$ cat src/rtl/cct_params.svh
// constants for the 16-bit compare/capture timer channel
// assumes a 6-bit byte address on the plain register port
`ifndef CCT_PARAMS_SVH
`define CCT_PARAMS_SVH
// register byte offsets
`define CCT_A_EN 6'h00
`define CCT_A_RUN 6'h04
`define CCT_A_CR 6'h08
`define CCT_A_MOD 6'h0C
`define CCT_A_FFCR 6'h10
`define CCT_A_ST 6'h14
`define CCT_A_IM 6'h18
`define CCT_A_UC 6'h1C
`define CCT_A_RG0 6'h20
`define CCT_A_RG1 6'h24
`define CCT_A_CP0 6'h28
`define CCT_A_CP1 6'h2C
// field positions
`define CCT_B_EN 7
`define CCT_B_PRUN 1
`define CCT_B_CRUN 0
`define CCT_B_TSEL 0
`define CCT_B_TEDGE 1
`define CCT_B_DBUF 2
`define CCT_B_CLE 3
`define CCT_B_PCP 7
`define CCT_B_M0T 2
`define CCT_B_M1T 3
`define CCT_B_C0T 4
`define CCT_B_C1T 5
// field values
`define CCT_CLK_EXT 3'h0
`define CCT_CPM_OFF 3'h0
`define CCT_CPM_CLR0 3'h4
`define CCT_CPM_CLR1 3'h5
`define CCT_FF_INV 2'h0
`define CCT_FF_SET 2'h1
`define CCT_FF_CLR 2'h2
`define CCT_FF_RD 2'h3
// reset values and counter maximum
`define CCT_RST_MOD 8'h80
`define CCT_RST_FFCR 4'h0
`define CCT_UC_MAX 16'hFFFF
`endif

$ cat src/rtl/cct_pkg.sv
// types for the compare/capture timer channel
// assumes cct_params.svh holds the numeric constants
package cct_pkg;
  typedef enum logic [1:0] {
    CCT_IDLE,
    CCT_WAIT,
    CCT_COUNT
  } cct_state_t;
endpackage

$ cat src/rtl/cct_timer.sv
// 16-bit compare/capture timer channel with plain register port
// assumes a single 50 MHz clock; pins arrive asynchronously
//
// Functional notes
// - capture mode 100/101 clears the counter on capture_input_b rising edge.
// - counter rollover past maximum sets overflow status and, when masked in, raises the match interrupt.
// - two compare registers, each with an equality comparator.
// - double buffering off after reset; control bit 2 turns it on.
// - buffered values load into both compares on compare-one match.
// - while stopped, compare writes go straight to active values.
// - writing 0 to software capture bit latches counter into capture zero.
// - snapshot read while counting captures live count; stopped keeps last.
// - either comparator match raises the match interrupt.
// - toggle flip-flop inverts on matches and captures, each separately enabled.
// - command 00 inverts, 01 sets, 10 clears the toggle flip-flop.
// - toggle flip-flop drives the timer output pin.
// - each capture register raises its own capture interrupt on latch.
// - clock select 000 counts rising edges of the timer input pin.
// - selects 001..111 use prescaler taps; compare one sets the period.
// - trigger start waits for selected timer input edge before counting.
// - mask bits overflow, match1, match0 gate the match interrupt.
// - run bits 11 start prescaler and counter; 00 stops both.
// - capture mode 000 disables all hardware captures.
// - channel enable bit gates all timer operation except software toggle flip-flop commands.
// - the up-counter is sixteen bits wide.
// - clearing counter run stops and zeroes the counter.
// - clear-on-match zeroes the counter after compare-one match.
`timescale 1ns/1ps
`include "cct_params.svh"
module cct_timer
  import cct_pkg::*;
#(
  parameter int CW = 16,
  parameter int PW = 8
) (
  input wire logic i_ref_clk,
  input wire logic i_nrst,
  input wire logic [5:0] i_addr,
  input wire logic [31:0] i_wdata,
  input wire logic i_wr,
  input wire logic i_rd,
  output logic [31:0] o_rdata,
  input wire logic i_timer_input_pin,
  input wire logic i_capture_input_b,
  output logic o_timer_output_pin,
  output logic o_match_interrupt,
  output logic o_capture0_interrupt,
  output logic o_capture1_interrupt
);

  // ****************************************
  // prescaler tap decode
  // ****************************************
  function automatic logic tap_hit(input logic [2:0] sel,
                                   input logic [PW-1:0] c);
    logic hit;
    hit = 1'b0;
    case (sel)
      3'h1: hit = 1'b1;
      3'h2: hit = &c[1:0];
      3'h3: hit = &c[3:0];
      3'h4: hit = &c[4:0];
      3'h5: hit = &c[5:0];
      3'h6: hit = &c[6:0];
      3'h7: hit = &c[7:0];
      default: hit = 1'b0;
    endcase
    return hit;
  endfunction

  // ****************************************
  // storage
  // ****************************************
  logic en_r;
  logic prun_r;
  logic crun_r;
  logic tsel_r;
  logic tedge_r;
  logic dbuf_r;
  logic [7:0] mod_r;
  logic [3:0] ffen_r;
  logic [2:0] st_r;
  logic [2:0] im_r;
  logic [CW-1:0] uc_r;
  logic [CW-1:0] uc_nxt;
  logic [CW-1:0] snap_r;
  logic [CW-1:0] cmp0_r;
  logic [CW-1:0] cmp1_r;
  logic [CW-1:0] buf0_r;
  logic [CW-1:0] buf1_r;
  logic [CW-1:0] cp0_r;
  logic [CW-1:0] cp1_r;
  logic [PW-1:0] pre_r;
  logic ff_r;
  logic ff_d_r;
  logic ff_nxt;
  logic fresh_r;
  logic [31:0] rdata_r;
  logic mi_r;
  logic ci0_r;
  logic ci1_r;
  cct_state_t state_r;
  cct_state_t state_nxt;

  // ****************************************
  // pin synchronisers
  // ****************************************
  logic [1:0] pin_in;
  logic [1:0] s1_r;
  logic [1:0] s2_r;
  logic [1:0] s3_r;
  logic [1:0] lvl_r;
  logic [1:0] lvl_d_r;
  assign pin_in = {i_capture_input_b, i_timer_input_pin};

  genvar g;
  generate
    for (g = 0; g < 2; g++) begin : g_sync
      always_ff @(posedge i_ref_clk or negedge i_nrst) begin
        if (!i_nrst) begin
          s1_r[g] <= 1'b0;
          s2_r[g] <= 1'b0;
          s3_r[g] <= 1'b0;
          lvl_r[g] <= 1'b0;
          lvl_d_r[g] <= 1'b0;
        end else begin
          s1_r[g] <= pin_in[g];
          s2_r[g] <= s1_r[g];
          s3_r[g] <= s2_r[g];
          // change accepted only once two stages agree
          if (s2_r[g] == s3_r[g]) begin
            lvl_r[g] <= s3_r[g];
          end
          lvl_d_r[g] <= lvl_r[g];
        end
      end
    end
  endgenerate

  wire in_rise = lvl_r[0] & ~lvl_d_r[0];
  wire in_fall = ~lvl_r[0] & lvl_d_r[0];
  wire b_rise = lvl_r[1] & ~lvl_d_r[1];
  wire ff_rise = ff_r & ~ff_d_r;
  wire ff_fall = ~ff_r & ff_d_r;

  // ****************************************
  // register decode
  // ****************************************
  wire wr_en = i_wr && (i_addr == `CCT_A_EN);
  wire wr_run = i_wr && (i_addr == `CCT_A_RUN);
  wire wr_cr = i_wr && (i_addr == `CCT_A_CR);
  wire wr_mod = i_wr && (i_addr == `CCT_A_MOD);
  wire wr_ffcr = i_wr && (i_addr == `CCT_A_FFCR);
  wire wr_im = i_wr && (i_addr == `CCT_A_IM);
  wire wr_rg0 = i_wr && (i_addr == `CCT_A_RG0);
  wire wr_rg1 = i_wr && (i_addr == `CCT_A_RG1);
  wire rd_st = i_rd && (i_addr == `CCT_A_ST);
  wire rd_uc = i_rd && (i_addr == `CCT_A_UC);
  wire [2:0] clk_sel = mod_r[2:0];
  wire cle = mod_r[`CCT_B_CLE];
  wire [2:0] cpm = mod_r[6:4];
  wire [1:0] ff_cmd = i_wdata[1:0];

  // ****************************************
  // run control
  // ****************************************
  wire counting = en_r && (state_r == CCT_COUNT);
  wire trig_edge = tedge_r ? in_fall : in_rise;
  wire go_count = (state_r != CCT_COUNT) && (state_nxt == CCT_COUNT);

  always_comb begin
    state_nxt = state_r;
    unique case (state_r)
      CCT_IDLE: begin
        if (en_r && crun_r) begin
          state_nxt = tsel_r ? CCT_WAIT : CCT_COUNT;
        end
      end
      CCT_WAIT: begin
        if (!crun_r || !en_r) begin
          state_nxt = CCT_IDLE;
        end else if (trig_edge) begin
          state_nxt = CCT_COUNT;
        end
      end
      CCT_COUNT: begin
        if (!crun_r || !en_r) begin
          state_nxt = CCT_IDLE;
        end
      end
    endcase
  end

  // ****************************************
  // prescaler and source clock
  // ****************************************
  wire pre_go = en_r && prun_r;
  wire pre_tick = pre_go && tap_hit(clk_sel, pre_r);
  // external source ignores the prescaler run bit
  wire ext_tick = (clk_sel == `CCT_CLK_EXT) && in_rise;
  wire tick = counting && (ext_tick || pre_tick);

  always_ff @(posedge i_ref_clk or negedge i_nrst) begin
    if (!i_nrst) begin
      pre_r <= '0;
    end else if (pre_go) begin
      pre_r <= pre_r + 1'b1;
    end else begin
      pre_r <= '0;
    end
  end

  // ****************************************
  // comparators and counter
  // ****************************************
  wire eq0 = (uc_r == cmp0_r);
  wire eq1 = (uc_r == cmp1_r);
  // one match per new count value, not per clock
  wire mt0 = counting && fresh_r && eq0;
  wire mt1 = counting && fresh_r && eq1;
  wire clr_b = en_r && b_rise &&
               (cpm == `CCT_CPM_CLR0 || cpm == `CCT_CPM_CLR1);
  wire clr_m = cle && eq1;
  wire of_ev = tick && !clr_m && (uc_r == `CCT_UC_MAX);

  always_comb begin
    uc_nxt = uc_r;
    if (!crun_r) begin
      uc_nxt = '0;
    end else if (clr_b) begin
      uc_nxt = '0;
    end else if (tick) begin
      // wraps to zero past the maximum
      uc_nxt = clr_m ? '0 : uc_r + 1'b1;
    end
  end

  always_ff @(posedge i_ref_clk or negedge i_nrst) begin
    if (!i_nrst) begin
      state_r <= CCT_IDLE;
      uc_r <= '0;
      fresh_r <= 1'b0;
    end else begin
      state_r <= state_nxt;
      uc_r <= uc_nxt;
      fresh_r <= tick || clr_b || go_count;
    end
  end

  // ****************************************
  // compare registers with buffers
  // ****************************************
  wire direct = !dbuf_r || !counting;
  wire xfer = dbuf_r && mt1;

  always_ff @(posedge i_ref_clk or negedge i_nrst) begin
    if (!i_nrst) begin
      buf0_r <= '0;
      buf1_r <= '0;
      cmp0_r <= '0;
      cmp1_r <= '0;
    end else begin
      if (wr_rg0) begin
        buf0_r <= i_wdata[CW-1:0];
      end
      if (wr_rg1) begin
        buf1_r <= i_wdata[CW-1:0];
      end
      if (wr_rg0 && direct) begin
        cmp0_r <= i_wdata[CW-1:0];
      end else if (xfer) begin
        cmp0_r <= buf0_r;
      end
      if (wr_rg1 && direct) begin
        cmp1_r <= i_wdata[CW-1:0];
      end else if (xfer) begin
        cmp1_r <= buf1_r;
      end
    end
  end

  // ****************************************
  // capture control
  // ****************************************
  wire hw_on = en_r && (cpm != `CCT_CPM_OFF);
  wire sw_cap = en_r && wr_mod && !i_wdata[`CCT_B_PCP];
  wire hw0 = hw_on && ((cpm[1:0] == 2'h1 && in_rise) ||
                       (cpm[1:0] == 2'h2 && in_rise) ||
                       (cpm[1:0] == 2'h3 && ff_rise));
  wire hw1 = hw_on && ((cpm[1:0] == 2'h1 && b_rise) ||
                       (cpm[1:0] == 2'h2 && in_fall) ||
                       (cpm[1:0] == 2'h3 && ff_fall));
  wire cap0 = hw0 || sw_cap;
  wire cap1 = hw1;

  always_ff @(posedge i_ref_clk or negedge i_nrst) begin
    if (!i_nrst) begin
      cp0_r <= '0;
      cp1_r <= '0;
      snap_r <= '0;
    end else begin
      if (cap0) begin
        cp0_r <= uc_r;
      end
      if (cap1) begin
        cp1_r <= uc_r;
      end
      if (rd_uc && counting) begin
        snap_r <= uc_r;
      end
    end
  end

  // ****************************************
  // toggle flip-flop
  // ****************************************
  wire tog = (ffen_r[0] && mt0) ^ (ffen_r[1] && mt1) ^
             (ffen_r[2] && cap0) ^ (ffen_r[3] && cap1);

  always_comb begin
    ff_nxt = ff_r;
    if (wr_ffcr && ff_cmd != `CCT_FF_RD) begin
      // software command wins over a same-cycle event
      unique case (ff_cmd)
        `CCT_FF_INV: ff_nxt = ~ff_r;
        `CCT_FF_SET: ff_nxt = 1'b1;
        `CCT_FF_CLR: ff_nxt = 1'b0;
        default: ff_nxt = ff_r;
      endcase
    end else if (tog) begin
      ff_nxt = ~ff_r;
    end
  end

  // ****************************************
  // control registers and events
  // ****************************************
  always_ff @(posedge i_ref_clk or negedge i_nrst) begin
    if (!i_nrst) begin
      en_r <= 1'b0;
      prun_r <= 1'b0;
      crun_r <= 1'b0;
      tsel_r <= 1'b0;
      tedge_r <= 1'b0;
      dbuf_r <= 1'b0;
      mod_r <= `CCT_RST_MOD;
      ffen_r <= `CCT_RST_FFCR;
      im_r <= '0;
      st_r <= '0;
      ff_r <= 1'b0;
      ff_d_r <= 1'b0;
    end else begin
      if (wr_en) begin
        en_r <= i_wdata[`CCT_B_EN];
      end
      if (wr_run) begin
        prun_r <= i_wdata[`CCT_B_PRUN];
        crun_r <= i_wdata[`CCT_B_CRUN];
      end
      if (wr_cr) begin
        tsel_r <= i_wdata[`CCT_B_TSEL];
        tedge_r <= i_wdata[`CCT_B_TEDGE];
        dbuf_r <= i_wdata[`CCT_B_DBUF];
      end
      if (wr_mod) begin
        mod_r <= i_wdata[7:0];
      end
      if (wr_ffcr) begin
        ffen_r <= i_wdata[5:2];
      end
      if (wr_im) begin
        im_r <= i_wdata[2:0];
      end
      // new events win over the read-to-clear
      st_r <= (rd_st ? 3'h0 : st_r) | {of_ev, mt1, mt0};
      ff_r <= ff_nxt;
      ff_d_r <= ff_r;
    end
  end

  // ****************************************
  // outputs
  // ****************************************
  wire mi_nxt = (im_r[2] && of_ev) || (im_r[1] && mt1) ||
                (im_r[0] && mt0);

  always_ff @(posedge i_ref_clk or negedge i_nrst) begin
    if (!i_nrst) begin
      mi_r <= 1'b0;
      ci0_r <= 1'b0;
      ci1_r <= 1'b0;
    end else begin
      mi_r <= mi_nxt;
      ci0_r <= cap0;
      ci1_r <= cap1;
    end
  end

  assign o_timer_output_pin = ff_r;
  assign o_match_interrupt = mi_r;
  assign o_capture0_interrupt = ci0_r;
  assign o_capture1_interrupt = ci1_r;

  // ****************************************
  // read path
  // ****************************************
  wire [CW-1:0] uc_view = counting ? uc_r : snap_r;
  wire [31:0] rmux =
    (i_addr == `CCT_A_EN) ? {24'h0, en_r, 7'h0} :
    (i_addr == `CCT_A_RUN) ? {30'h0, prun_r, crun_r} :
    (i_addr == `CCT_A_CR) ? {29'h0, dbuf_r, tedge_r, tsel_r} :
    (i_addr == `CCT_A_MOD) ? {24'h0, mod_r} :
    (i_addr == `CCT_A_FFCR) ? {26'h0, ffen_r, `CCT_FF_RD} :
    (i_addr == `CCT_A_ST) ? {29'h0, st_r} :
    (i_addr == `CCT_A_IM) ? {29'h0, im_r} :
    (i_addr == `CCT_A_UC) ? {16'h0, uc_view} :
    (i_addr == `CCT_A_RG0) ? {16'h0, cmp0_r} :
    (i_addr == `CCT_A_RG1) ? {16'h0, cmp1_r} :
    (i_addr == `CCT_A_CP0) ? {16'h0, cp0_r} :
    (i_addr == `CCT_A_CP1) ? {16'h0, cp1_r} : 32'h0;

  // data stands only in the cycle after the read strobe
  always_ff @(posedge i_ref_clk or negedge i_nrst) begin
    if (!i_nrst) begin
      rdata_r <= 32'h0;
    end else if (i_rd) begin
      rdata_r <= rmux;
    end else begin
      rdata_r <= 32'h0;
    end
  end

  assign o_rdata = rdata_r;

endmodule

$ cat config.mk
export PLATFORM = sky130hd
export DESIGN_NAME = cct_timer
export DESIGN_NICKNAME = d
export VERILOG_FILES = /design/src/rtl/cct_pkg.sv /design/src/rtl/cct_timer.sv
export VERILOG_INCLUDE_DIRS = /design/src /design/src/rtl
export SDC_FILE = /design/constraint.sdc
export NUM_CORES = 1
export LEC_CHECK = 0
export BUFFER_PORTS_ARGS = -buffer_cell sky130_fd_sc_hd__buf_2
export CELL_PAD_IN_SITES_DETAIL_PLACEMENT = 0
export CELL_PAD_IN_SITES_GLOBAL_PLACEMENT = 2
export CORE_ASPECT_RATIO = 0.75
export CORE_MARGIN = 2
export CORE_UTILIZATION = 39
export CTS_BUF_LIST = sky130_fd_sc_hd__clkbuf_4 sky130_fd_sc_hd__clkbuf_8 sky130_fd_sc_hd__clkbuf_16
export CTS_CLUSTER_SIZE = 24
export DETAILED_ROUTE_END_ITERATION = 16
export PLACE_DENSITY_LB_ADDON = 0.1
export SYNTH_ARGS = -nofsm -noshare
export SYNTH_HDL_FRONTEND = slang
export SYNTH_SLANG_ARGS = --single-unit
export TNS_END_PERCENT = 5
$ cat constraint.sdc
create_clock -name i_ref_clk -period 2.2 [get_ports i_ref_clk]
set_clock_uncertainty 0.05 [all_clocks]
set_input_delay 0.33 -clock i_ref_clk [delete_from_list [all_inputs] [get_ports i_ref_clk]]
set_output_delay 0.33 -clock i_ref_clk [all_outputs]
set_load 0.01 [all_outputs]
==> run_results.csv <==
group,metric,value,unit
timing,setup_ws,-33.4,ps
worst_hold_path,hold_path.class,"input pin to flip-flop",
die,io_pins,80,
place,placed_cells,1366,
power,power_density,778,mW/mm²
layout,syn_to_final_growth,22.5,%
global_route,grt_pass1_vias,7523,
worst_setup_path,r2r_end,"o_match_interrupt$_DFF_PN0_",
worst_hold_path,hold_start,"i_wdata[12]",
logic_synthesis,synth_top_area_cell,"dfrtp_1",
logic_synthesis,synth.top_cells.by_area,"dfrtp_1 51%, mux2_2 9.0%, nand2_1 6.6%, mux4_2 3.5%, nor2_1 2.8%",
detailed_routing,viasPerCell,5.37,
timing,timing.final.crit_share,102,%
detailed_routing,dr.pass1.iters,5,
place,hpwl,21.7,mm
logic_synthesis,synth_flop_cell,"dfrtp_1",
worst_setup_path,reg2reg_depth,7,
power,p_leak,5.39,nW
detailed_routing,via_count,7547,
die,rows,49,
worst_hold_path,min_path_cells,3,
clock_network,cts-buffers-inserted,17,
logic_synthesis,synth_edf_count,0,
timing,slew_viol_final,0,
place,port_buffers,47,
logic_synthesis,ys_seq_elements,194,
worst_setup_path,reg2reg_from,"uc_r[4]$_DFFE_PN0P_",
worst_setup_path,cp_common_cell,"buf_6",
clock_network,cts_max_path_buffers,2,
die,die_h,139,µm
place,dpl_cell_area,0.0109,mm²
clock_network,cts_tree,"built",
timing,rsz0062_at_grt,"yes",
timing,period_minus_slack,2230,ps
global_route,antenna_found_initial,0,
worst_setup_path,endpoint_kind,"flip-flop",
outcome,status,"finished with violations",
place,gp_congestion,0.862,
worst_setup_path,crit_type,"flip-flop to flip-flop",
detailed_routing,wl,30.0,mm
worst_setup_path,crit_chain,"xor2_1 > nor4_1 > nand4_1 > buf_6 > buf_6 > o2111ai_1 > o21ai_0",
logic_synthesis,netlist_area,0.00954,mm²
worst_setup_path,cp_slowest_cell,"o2111ai_1",
logic_synthesis,ys_seq_area_share,50.9,%
die,die_area,0.0258,mm²
detailed_routing,drc,0,
layout,antenna_cells,0,
worst_setup_path,cp.required,2460,ps
layout,fin_cells,1405,
layout,post-route-cell-area,0.0117,mm²
logic_synthesis,synth-async-reset-ratio,100,%
detailed_routing,drt-initial-drc-count,704,
die,fp.dieW,185,µm
power,ir_worst_vdd,0.000631,V
timing,slew_headroom,55.3,%
worst_setup_path,reg2reg_slack,-30,ps
global_route,grt_pass1_wl,46.0,mm
global_route,overflow,0,
die,coreArea,0.0240,mm²
logic_synthesis,yosys_warnings,0,
timing,setup_viol,5,
worst_setup_path,critical_path_arrival,2490,ps
logic_synthesis,syn_inst,931,
layout,drive_above_1_share,30.3,%
outcome,violations,"setup timing",
worst_setup_path,critPathMaxFanout,3,
power,total_power,9.10,mW
clock_network,cts_num_sinks,194,
detailed_routing,wl_per_cell,21.3,µm
timing,worst-slew-pin-transition,670,ps
worst_hold_path,worstHoldEndpoint,"cmp0_r[12]$_DFFE_PN0P_",
run,drv.max_cap_violation_count,0,
timing,holdWs,104,ps
clock_network,htree_num_levels,4,
worst_setup_path,crit_buf_inv,2,
timing,fmax,0.448,GHz
worst_setup_path,cpPeakStageDelay,500,ps
timing,finalHoldViolations,0,
clock_network,clk_pin_slew,80,ps
logic_synthesis,synth_top_area_share,50.6,%
detailed_routing,ant_nets,0,
worst_setup_path,critPathTopFamily,"compound AO/OA/AOI/OAI gates",
layout,fill_cells,2258,
logic_synthesis,avgSynthCellArea,10.3,µm²
layout,nets,1114,
global_route,grt.total_usage,24.2,%
logic_synthesis,yosysUniqueCellTypes,61,
clock_network,cts_root_buffer,"clkbuf_16",
worst_setup_path,crit_path_start_kind,"flip-flop",
global_route,grt_max_degree,66,
die,start_util,39.7,%
clock_network,clk_latency,450,ps
==> logic make-up (layout without fill, tap and decap cells) <==
kind of cell             count (synthesis)  after routing  synth area share, %
AO/OA/AOI/OAI                          164            164                 10.7
other                                    1             16               0.0393
flip-flops                             194            194                 50.9
XOR/XNOR                                41             41                 3.76
multiplexers                            96             96                 13.0
buffers and inverters                   89            217                 4.67
adder cells (fa/ha/maj)                 11             11                 1.39
AND/OR/NAND/NOR                        335            335                 15.5
==> cell usage after synthesis, drive strengths merged (2+ instances only) <==
cell,number
a32o,3
ha,9
xnor2,19
o211ai,2
nor2,71
a21o,2
o21ai,46
o21bai,2
inv,17
nor4bb,2
a21oi,46
nand4,7
nor4b,2
nor4,7
and3,10
nand2,167
a22o,2
o22ai,15
o41ai,2
buf,44
nand3,23
nor3,21
a31oi,20
dfrtp,193
a22oi,7
xor2,22
a221oi,2
mux4,15
nor2b,4
mux2,76
clkbuf,28
nand2b,11
and2,5
maj3,2
o31ai,8
mux2i,5
==> sequential cells by signal (all words and copies together), names as in the netlist, 16 cells and up <==
| signal | cells |
|---|---|
| buf0_r | 16 |
| buf1_r | 16 |
| cmp0_r | 16 |
| cmp1_r | 16 |
| cp0_r | 16 |
| cp1_r | 16 |
| o_rdata | 16 |
| snap_r | 16 |
| uc_r | 16 |
==> worst min-delay path, cell delays in order <==
cell	delay, ps
buf_2	110
a22oi_1	70
nand2_1	50
==> placed cells by master, fill, tap and decap left out, drive strengths merged, types with 22 or more instances in the layout <==
cell type	n
o21ai	46
inv	24
mux2	76
nor2	71
nand3	23
dfrtp	193
buf	163
a21oi	46
xor2	22
nand2	167
==> metrics by stage <==
stage	setup slack, ps	utilization, %	TNS (ps)
CTS	-20.8	48.0	-78.0
floorplan	129	-	0
finish	-33.4	48.6	-103
global placement	-331	45.2	-10170
global route	-78.6	48.6	-476
detailed placement	-213	45.2	-5700
==> metal layers <==
| layer | GRT usage, % | wire, µm | vias up |
|---|---|---|---|
| li1 | - | - | 3480 |
| met1 | 39.8 | 15400 | 3809 |
| met2 | 32.3 | 12200 | 241 |
| met3 | 4.82 | 2080 | 17 |
| met4 | 4.76 | 263 | 0 |
| met5 | 0 | 0 | - |
==> area by class of cell <==
class / instances / area (µm²) / share of cell area (%)
clock buffers: 17 / 425 / 3.64
clock inverters: 15 / 146 / 1.25
inverters: 17 / 63.8 / 0.546
multi-input cells: 663 / 4450 / 38.1
flip-flops and latches: 194 / 4860 / 41.6
well taps: 331 / 414 / 3.54
repair buffers: 168 / 1330 / 11.3
==> how the worst max path moves through the flow <==
stage	slack [ps]	cells past startpoint	startpoint	endpoint
after floorplan	130	8	state_r[0]$_DFF_PN0_	snap_r[10]$_DFFE_PN0P_
after global placement	-330	8	uc_r[11]$_DFFE_PN0P_	cmp0_r[1]$_DFFE_PN0P_
after detailed placement	-210	8	uc_r[11]$_DFFE_PN0P_	cmp0_r[1]$_DFFE_PN0P_
after CTS	-20	11	state_r[0]$_DFF_PN0_	o_timer_output_pin$_DFFE_PN0P_
after global routing	-80	9	uc_r[4]$_DFFE_PN0P_	uc_r[6]$_DFFE_PN0P_
final	-30	7	uc_r[4]$_DFFE_PN0P_	o_match_interrupt$_DFF_PN0_
==> power by group <==
part / leakage, nW / switching (mW) / internal [mW]
logic: 2.59 / 0.963 / 0.823
registers: 2.52 / 0.339 / 3.91
clock network: 0.277 / 1.56 / 1.51
==> timing repair <==
item	in CTS	in global routing
resized for setup	11	35
cloned	0	2
endpoints found under the hold margin	62	0
setup buffers	1	1
hold buffers	3	0
endpoints found under the setup margin	50	49
pin swaps	3	7
(Power assumes the default switching activity.)
